## src/hw/icd_pkg.sv

```systemverilog
// How it works
// - pull-up limited to clamped, five-volt or programmable rail
// - per-channel strength and rail, shared rail level
// - shared 3-bit duration, per-channel 2-bit wetting current
// - wetting disabled on every channel after reset
// - pull-up: falling comparator edge starts wetting
// - pull-down: rising comparator edge starts wetting
// - duration elapsed restores normal strength code
// - sleep to normal starts wetting on enabled channels
// - strength code selects nominal current per table
// - sources off asleep, configuration kept
// - digital channels always use clamped rail
package icd_pkg;

    localparam int ICD_CHANNELS   = 15;
    localparam int ICD_DIG_FIRST  = 12;
    localparam int ICD_AW         = 5;
    localparam int ICD_DW         = 16;
    localparam int ICD_CW         = 20;

    localparam logic [ICD_AW-1:0] ICD_OFS_CHAN0  = 5'h00;
    localparam logic [ICD_AW-1:0] ICD_OFS_SHARED = 5'h10;
    localparam logic [ICD_AW-1:0] ICD_OFS_STATUS = 5'h11;

    // channel register: [9:8] rail, [7:6] direction, [5] wetting enable,
    // [4] wetting hi, [3] wetting lo, [2:0] normal code
    localparam int ICD_CHAN_BITS  = 10;
    // shared register: [7:5] duration, [4:0] programmable rail level
    localparam int ICD_LVL_LSB    = 0;
    localparam int ICD_DUR_LSB    = 5;

    localparam logic [ICD_CHAN_BITS-1:0] ICD_CHAN_RST   = 10'h000;
    localparam logic [4:0]               ICD_LVL_RST    = 5'h00;
    localparam logic [2:0]               ICD_DUR_RST    = 3'h0;

    localparam int ICD_CLK_MHZ     = 25;
    localparam int ICD_WET_UNIT_US = 1000;
    localparam int ICD_WET_UNIT_CYC = ICD_WET_UNIT_US * ICD_CLK_MHZ;

    localparam logic [14:0] ICD_UA_CODE0 = 15'h0258;
    localparam logic [14:0] ICD_UA_CODE1 = 15'h0014;
    localparam logic [14:0] ICD_UA_CODE2 = 15'h0064;
    localparam logic [14:0] ICD_UA_CODE3 = 15'h01F4;
    localparam logic [14:0] ICD_UA_CODE4 = 15'h03E8;
    localparam logic [14:0] ICD_UA_CODE5 = 15'h1388;
    localparam logic [14:0] ICD_UA_CODE6 = 15'h2710;
    localparam logic [14:0] ICD_UA_CODE7 = 15'h4E20;

    typedef enum logic [1:0] {
        ICD_DIR_OFF  = 2'b00,
        ICD_DIR_UP   = 2'b01,
        ICD_DIR_DOWN = 2'b10,
        ICD_DIR_RSV  = 2'b11
    } icd_dir_t;

    typedef enum logic [1:0] {
        ICD_RAIL_CLAMP = 2'b00,
        ICD_RAIL_FIVE  = 2'b01,
        ICD_RAIL_PROG  = 2'b10,
        ICD_RAIL_RSV   = 2'b11
    } icd_rail_t;

    typedef struct packed {
        icd_rail_t  rail;
        icd_dir_t   dir;
        logic       wet_en;
        logic [1:0] wet_code;
        logic [2:0] code;
    } icd_chan_cfg_t;

    typedef struct packed {
        logic        on;
        icd_dir_t    dir;
        icd_rail_t   rail;
        logic        wetting;
        logic [1:0]  wet_code;
        logic [2:0]  code;
        logic [14:0] nominal_ua;
    } icd_drive_t;

endpackage

```

## src/hw/icd_ctrl.sv

```systemverilog
// Implementation choices: the address map and the strobed register port.
`timescale 1ns/1ps
module icd_ctrl
    import icd_pkg::*;
#(
    parameter int NCH          = ICD_CHANNELS,
    parameter int DIG_FIRST    = ICD_DIG_FIRST,
    parameter int WET_UNIT_CYC = ICD_WET_UNIT_CYC
) (
    input  wire logic              clk_sys_i,
    input  wire logic              srst_i,
    input  wire logic [ICD_AW-1:0] reg_addr_i,
    input  wire logic [ICD_DW-1:0] reg_wdata_i,
    input  wire logic              reg_wr_i,
    input  wire logic              reg_rd_i,
    output logic      [ICD_DW-1:0] reg_rdata_o,
    input  wire logic [NCH-1:0]    cmp_i,
    input  wire logic              sleep_i,
    output icd_drive_t             drive_o [NCH],
    output logic      [4:0]        rail_level_o
);

    ////////////////////////////////////////////////////////////////////////
    // functions

    function automatic logic [14:0] strength_ua(input logic [2:0] c);
        logic [14:0] r;
        r = ICD_UA_CODE0;
        unique case (c)
            3'h0: r = ICD_UA_CODE0;
            3'h1: r = ICD_UA_CODE1;
            3'h2: r = ICD_UA_CODE2;
            3'h3: r = ICD_UA_CODE3;
            3'h4: r = ICD_UA_CODE4;
            3'h5: r = ICD_UA_CODE5;
            3'h6: r = ICD_UA_CODE6;
            3'h7: r = ICD_UA_CODE7;
        endcase
        return r;
    endfunction

    function automatic logic [ICD_CW-1:0] wet_len(input logic [2:0] d);
        return ICD_CW'((int'(d) + 1) * WET_UNIT_CYC - 1);
    endfunction

    ////////////////////////////////////////////////////////////////////////
    // shared registers and bus

    icd_chan_cfg_t       cfg_q [NCH];
    logic [4:0]          lvl_q;
    logic [2:0]          dur_q;
    logic [ICD_DW-1:0]   rdata_q;
    logic [ICD_DW-1:0]   rdata_d;
    wire  [NCH-1:0]      active_q;
    logic                sleep_q;
    logic [NCH-1:0]      cmp_s1_q;
    logic [NCH-1:0]      cmp_s2_q;
    logic [NCH-1:0]      cmp_prev_q;

    wire                 wr_shared = reg_wr_i && (reg_addr_i == ICD_OFS_SHARED);
    wire                 wake_pulse = sleep_q && !sleep_i;
    wire [ICD_AW-1:0]    chan_idx = reg_addr_i - ICD_OFS_CHAN0;
    wire                 addr_is_chan = (reg_addr_i >= ICD_OFS_CHAN0) &&
                                        (chan_idx < ICD_AW'(NCH));
    wire [ICD_DW-1:0]    chan_rd = ICD_DW'(cfg_q[chan_idx[3:0]]);
    wire [ICD_DW-1:0]    shared_rd = ICD_DW'({dur_q, lvl_q});
    wire [ICD_DW-1:0]    status_rd = ICD_DW'(active_q);

    always_comb begin
        rdata_d = '0;
        if (reg_rd_i) begin
            if (addr_is_chan) begin
                rdata_d = chan_rd;
            end else if (reg_addr_i == ICD_OFS_SHARED) begin
                rdata_d = shared_rd;
            end else if (reg_addr_i == ICD_OFS_STATUS) begin
                rdata_d = status_rd;
            end
        end
    end

    always_ff @(posedge clk_sys_i) begin
        if (srst_i) begin
            lvl_q   <= ICD_LVL_RST;
            dur_q   <= ICD_DUR_RST;
            rdata_q <= '0;
            sleep_q <= 1'b0;
        end else begin
            rdata_q <= rdata_d;
            sleep_q <= sleep_i;
            if (wr_shared) begin
                lvl_q <= reg_wdata_i[ICD_LVL_LSB +: 5];
                dur_q <= reg_wdata_i[ICD_DUR_LSB +: 3];
            end
        end
    end

    always_ff @(posedge clk_sys_i) begin
        if (srst_i) begin
            cmp_s1_q   <= '0;
            cmp_s2_q   <= '0;
            cmp_prev_q <= '0;
        end else begin
            cmp_s1_q   <= cmp_i;
            cmp_s2_q   <= cmp_s1_q;
            cmp_prev_q <= cmp_s2_q;
        end
    end

    assign reg_rdata_o = rdata_q;

    ////////////////////////////////////////////////////////////////////////
    // per-channel logic

    generate
        for (genvar ch = 0; ch < NCH; ch++) begin : g_ch
            logic [ICD_CW-1:0] cnt_q;
            icd_drive_t        drv_q;
            icd_drive_t        drv_d;
            icd_rail_t         rail_eff;
            logic              act_q;

            assign active_q[ch] = act_q;

            wire wr_me  = reg_wr_i && addr_is_chan && (chan_idx == ICD_AW'(ch));
            wire fall   = cmp_prev_q[ch] && !cmp_s2_q[ch];
            wire rise   = !cmp_prev_q[ch] && cmp_s2_q[ch];
            wire edge_ok = !sleep_i && cfg_q[ch].wet_en &&
                           (((cfg_q[ch].dir == ICD_DIR_UP) && fall) ||
                            ((cfg_q[ch].dir == ICD_DIR_DOWN) && rise));
            wire wake_ok = wake_pulse && cfg_q[ch].wet_en;
            wire start  = (edge_ok || wake_ok) && !active_q[ch];
            wire done   = active_q[ch] && (cnt_q == '0);

            // rails other than the clamped one are invalid on digital inputs
            assign rail_eff = ((ch >= DIG_FIRST) || (cfg_q[ch].rail == ICD_RAIL_RSV)) ?
                              ICD_RAIL_CLAMP : cfg_q[ch].rail;

            always_comb begin
                drv_d            = '0;
                drv_d.on         = !sleep_i &&
                                   ((cfg_q[ch].dir == ICD_DIR_UP) ||
                                    (cfg_q[ch].dir == ICD_DIR_DOWN));
                drv_d.dir        = drv_d.on ? cfg_q[ch].dir : ICD_DIR_OFF;
                drv_d.rail       = rail_eff;
                drv_d.wetting    = active_q[ch];
                drv_d.wet_code   = cfg_q[ch].wet_code;
                drv_d.code       = cfg_q[ch].code;
                drv_d.nominal_ua = strength_ua(cfg_q[ch].code);
            end

            always_ff @(posedge clk_sys_i) begin
                if (srst_i) begin
                    cfg_q[ch]    <= icd_chan_cfg_t'(ICD_CHAN_RST);
                    cnt_q        <= '0;
                    act_q        <= 1'b0;
                    drv_q        <= '0;
                end else begin
                    drv_q <= drv_d;
                    if (wr_me) begin
                        cfg_q[ch] <= icd_chan_cfg_t'(reg_wdata_i[ICD_CHAN_BITS-1:0]);
                    end
                    if (sleep_i) begin
                        act_q        <= 1'b0;
                        cnt_q        <= '0;
                    end else if (start) begin
                        act_q        <= 1'b1;
                        cnt_q        <= wet_len(dur_q);
                    end else if (done) begin
                        act_q        <= 1'b0;
                    end else if (active_q[ch]) begin
                        cnt_q <= cnt_q - ICD_CW'(1);
                    end
                end
            end

            assign drive_o[ch] = drv_q;
        end
    endgenerate

    ////////////////////////////////////////////////////////////////////////
    // shared rail level output

    logic [4:0] lvl_out_q;

    always_ff @(posedge clk_sys_i) begin
        if (srst_i) begin
            lvl_out_q <= ICD_LVL_RST;
        end else begin
            lvl_out_q <= lvl_q;
        end
    end

    assign rail_level_o = lvl_out_q;

endmodule

```

## config.mk

```make
export PLATFORM = sky130hd
export DESIGN_NAME = icd_ctrl
export DESIGN_NICKNAME = d
export VERILOG_FILES = /design/src/hw/icd_pkg.sv /design/src/hw/icd_ctrl.sv
export SDC_FILE = /design/constraint.sdc
export NUM_CORES = 2
export LEC_CHECK = 0
export BUFFER_PORTS_ARGS = -buffer_cell sky130_fd_sc_hd__clkbuf_2
export CELL_PAD_IN_SITES_DETAIL_PLACEMENT = 0
export CELL_PAD_IN_SITES_GLOBAL_PLACEMENT = 1
export CORE_UTILIZATION = 45
export DETAILED_ROUTE_END_ITERATION = 10
export PLACE_DENSITY = 0.78
export SYNTH_ARGS = -nofsm -noshare
export SYNTH_HDL_FRONTEND = slang
export SYNTH_SLANG_ARGS = --single-unit
```

## constraint.sdc

```tcl
create_clock -name clk_sys_i -period 9.6 [get_ports clk_sys_i]
set_input_delay 1.92 -clock clk_sys_i [delete_from_list [all_inputs] [get_ports clk_sys_i]]
set_output_delay 1.92 -clock clk_sys_i [all_outputs]
set_load 0.01 [all_outputs]
```

==> metrics <==
Max Clk Rate=177 MHz; Detail Placement HPWL=76300 um; Pwr Density=193 nW/um^2; flops & latches, synth=878; Req. time, crit path=10170 ps; I/O Buffers=408; drt wl/cell=20.4 um; vias in the first global route=28000; DR vias/cell=5.47; top cell type's share of synthesized area=0.381; syn avg cell area=9.71 um^2; Power Internal=6.54 mW; # fillers=7710; sequential fraction of the synthesis area=0.499; TNS Setup=0 ps; die footprint=86100 um^2; CTS buffer count=94; post-route ant nets=0; Tmin final=5660 ps; main flop type after synthesis=dfxtp_1; Reg clk slew, reported paths=60 ps; CTS tree=built; Crit Path Max Fanout=21; sequential standard cell area=19100 um^2; Routed met3 length=7180 um; Worst Hold Path EP=cmp_s2_q[14]$_SDFF_PP0_; DR iter-0 viols=2166; Placer Congestion=0.842; kind of critical path=reg2reg; setup bufs post-CTS=0; Psw=2.07 mW; Die Ht=293 um; min-delay worst type=reg2reg; Reg2Reg Depth=14; total number of vias=29900; footprint of the multi-input gates=17800 um^2; layout cells sized above 1=0.165; root buf cell=clkbuf_16; EDFF count, synth=150; Reg power frac=0.463; top-count cell post-synth=dfxtp_1; synthesized area=38200 um^2; Layout Nets=4449; I/O pin count=452; total grt overflow=0; final hold violations=0; LEAKAGE=18.4 nW; H-tree levels=3; GRT Total Usage=0.254; Post-CTS Hold Fix Bufs=0; R2R Setup Slk=3940 ps; Met2 Wirelength=53800 um; largest net degree at the start of global routing=190; pre-CTS WS=4010 ps; hold depth=1; RR Startpoint=dur_q[0]$_SDFFE_PP0P_; CTS resizes=0; Sw Share=0.240; cell accounting for the most synthesized area=dfxtp_1; outcome=finished clean; Max-slew headroom=0.137; Area Growth Syn to Fin=16.5%; Clock Power Share=0.461; startpoint types=flip-flop; skew final=23.5 ps; DRC=0; yosys warns=0; Die W=293 um; Max Cap Viol=0; largest buffer count on any clock path=3; RSZ-0062 raised after global routing=no; Async S/R FF share, synth=0; Initial Util=0.456; top layer in use=met4; Final Max Tran Viols=0; WL met1=48000 um; final setup margin=3940 ps; Final Setup Violations=0; Worst Hold Launch=cmp_s1_q[14]$_SDFF_PP0_; Sink Count=878; CP Capture Type=flip-flop; RR Endpoint=g_ch[3].cnt_q[13]$_SDFFE_PP0P_; maximum vdd drop=140 uV; row cnt=106; initial antenna violation count=3; Synth top cells by count=dfxtp_1 (728), nor2_1 (394), a21oi_1 (279), nand2_1 (227), and2_1 (210); worst-margin pin slew=1290 ps; Synth area leaders=dfxtp_1 (38%), edfxtp_1 (12%), ha_1 (5.0%), nor2_1 (3.9%), a21oi_1 (3.7%); synth unique cells=81; CP arrival=6220 ps; Comb power frac=0.076; Routed WL=112000 um; Ant. Diodes=0; first-pass GRT wire length=169000 um; crit share post-route=0.589; core area=83800 um^2; worst skew pair latency=660 ps; Cells after Synth=3934; First-pass DRT Iterations=6
[cell usage in the layout, fill, tap and decap left out, drive strengths merged, types with 10 or more instances in the layout]
master / Yosys / final
a211oi: 102 / 102
nand3b: 28 / 28
mux2: 20 / 20
inv: 109 / 116
nor3: 161 / 161
clkbuf: 200 / 538
nor3b: 36 / 36
xnor2: 72 / 72
nor4: 59 / 59
o211ai: 46 / 46
conb: 1 / 37
nor2b: 114 / 114
a21oi: 279 / 279
ha: 154 / 154
a32oi: 10 / 10
o211a: 17 / 17
nand2: 227 / 227
or2: 10 / 10
xor2: 80 / 80
bufinv: 0 / 15
and2: 211 / 211
mux4: 40 / 40
nand3: 52 / 52
a31oi: 48 / 48
a22oi: 21 / 21
edfxtp: 150 / 150
or4: 46 / 46
mux2i: 25 / 25
a21o: 28 / 28
and3: 29 / 29
or3: 33 / 33
dfxtp: 728 / 728
nand2b: 47 / 47
buf: 68 / 49
nor2: 394 / 394
clkinv: 0 / 18
o311ai: 35 / 35
o21ai: 126 / 126
nand4: 13 / 13
[critical path, cell delays in order (launching register included)]
cell and delay (ps):
dfxtp_1 500, buf_4 500, ha_1 240, xor2_1 400
ha_1 320, ha_1 380, ha_1 380, a21oi_1 250
o21ai_0 170, a211oi_1 380, o2111ai_1 390, xor2_1 970
buf_4 350, nor2_1 70, a311oi_1 230
[state kept, by name, indices dropped and copies added, names as in the netlist]
signal	flops
cfg_q	150
cmp_prev_q	15
cmp_s1_q	15
cmp_s2_q	15
drive_o	339
dur_q	3
g_ch.act_q	15
g_ch.cnt_q	300
lvl_q	5
rail_level_o	5
reg_rdata_o	15
sleep_q	1
[cells by family (layout without fill, tap and decap cells)]
kind of cell | after synthesis | after routing | share of synthesized area
simple gates | 1487 | 1487 | 0.202
flops | 878 | 878 | 0.499
compound gates | 799 | 799 | 0.134
buf+inv | 377 | 742 | 0.0424
fa+ha+maj | 155 | 155 | 0.0509
xor+xnor | 152 | 152 | 0.0348
mux | 85 | 85 | 0.0360
other cells | 1 | 37 | 0.0000981
[power groups by stage]
stage | clock (mW) | combinational, mW | sequential (mW)
after CTS | 4.03 | 0.658 | 3.99
after global routing | 4.19 | 0.716 | 4.01
after detailed placement | 0 | 0.653 | 4.07
after floorplan | 0 | 0.408 | 4.06
after global placement | 0 | 0.650 | 4.07
final | 3.97 | 0.654 | 3.99
[layout make-up]
type / count / area share
Multi-Input combinational cell: 2715 / 0.399
Tap cell: 1134 / 0.0319
Inverter: 109 / 0.00919
Timing Repair Buffer: 455 / 0.0543
Sequential cell: 878 / 0.428
Clock inverter: 46 / 0.0154
Clock buffer: 132 / 0.0617
[per-stage QoR]
step	util	instance area [um^2]	total power [mW]	cells	hold slack (ps)
2_1_floorplan	-	38400	4.47	3970	414
4_1_cts	0.531	44500	8.68	5469	433
5_1_grt	0.531	44500	8.91	5469	450
3_5_place_dp	0.490	41100	4.72	5291	420
3_3_place_gp	0.490	41100	4.72	5291	421
6_report	0.531	44500	8.61	5469	429
[worst max path at each step]
stage	startpoint	end	slack, ps	cells past startpoint
6_report	dur_q[0]$_SDFFE_PP0P_	g_ch[3].cnt_q[13]$_SDFFE_PP0P_	3940	14
5_1_grt	dur_q[0]$_SDFFE_PP0P_	g_ch[3].cnt_q[13]$_SDFFE_PP0P_	3540	14
4_1_cts	dur_q[0]$_SDFFE_PP0P_	g_ch[3].cnt_q[13]$_SDFFE_PP0P_	3980	14
3_5_place_dp	dur_q[0]$_SDFFE_PP0P_	g_ch[3].cnt_q[13]$_SDFFE_PP0P_	4010	14
3_3_place_gp	dur_q[0]$_SDFFE_PP0P_	g_ch[3].cnt_q[13]$_SDFFE_PP0P_	4050	14
2_1_floorplan	dur_q[0]$_SDFFE_PP0P_	g_ch[7].cnt_q[15]$_SDFFE_PP0P_	5300	14
[routing by layer]
metal / vias up / GRT usage
li1: 14500 / -
met1: 14400 / 0.334
met2: 842 / 0.421
met3: 159 / 0.0478
met4: 0 / 0.0761
met5: - / 0
No activity file was read; power rests on OpenSTA's default activity.
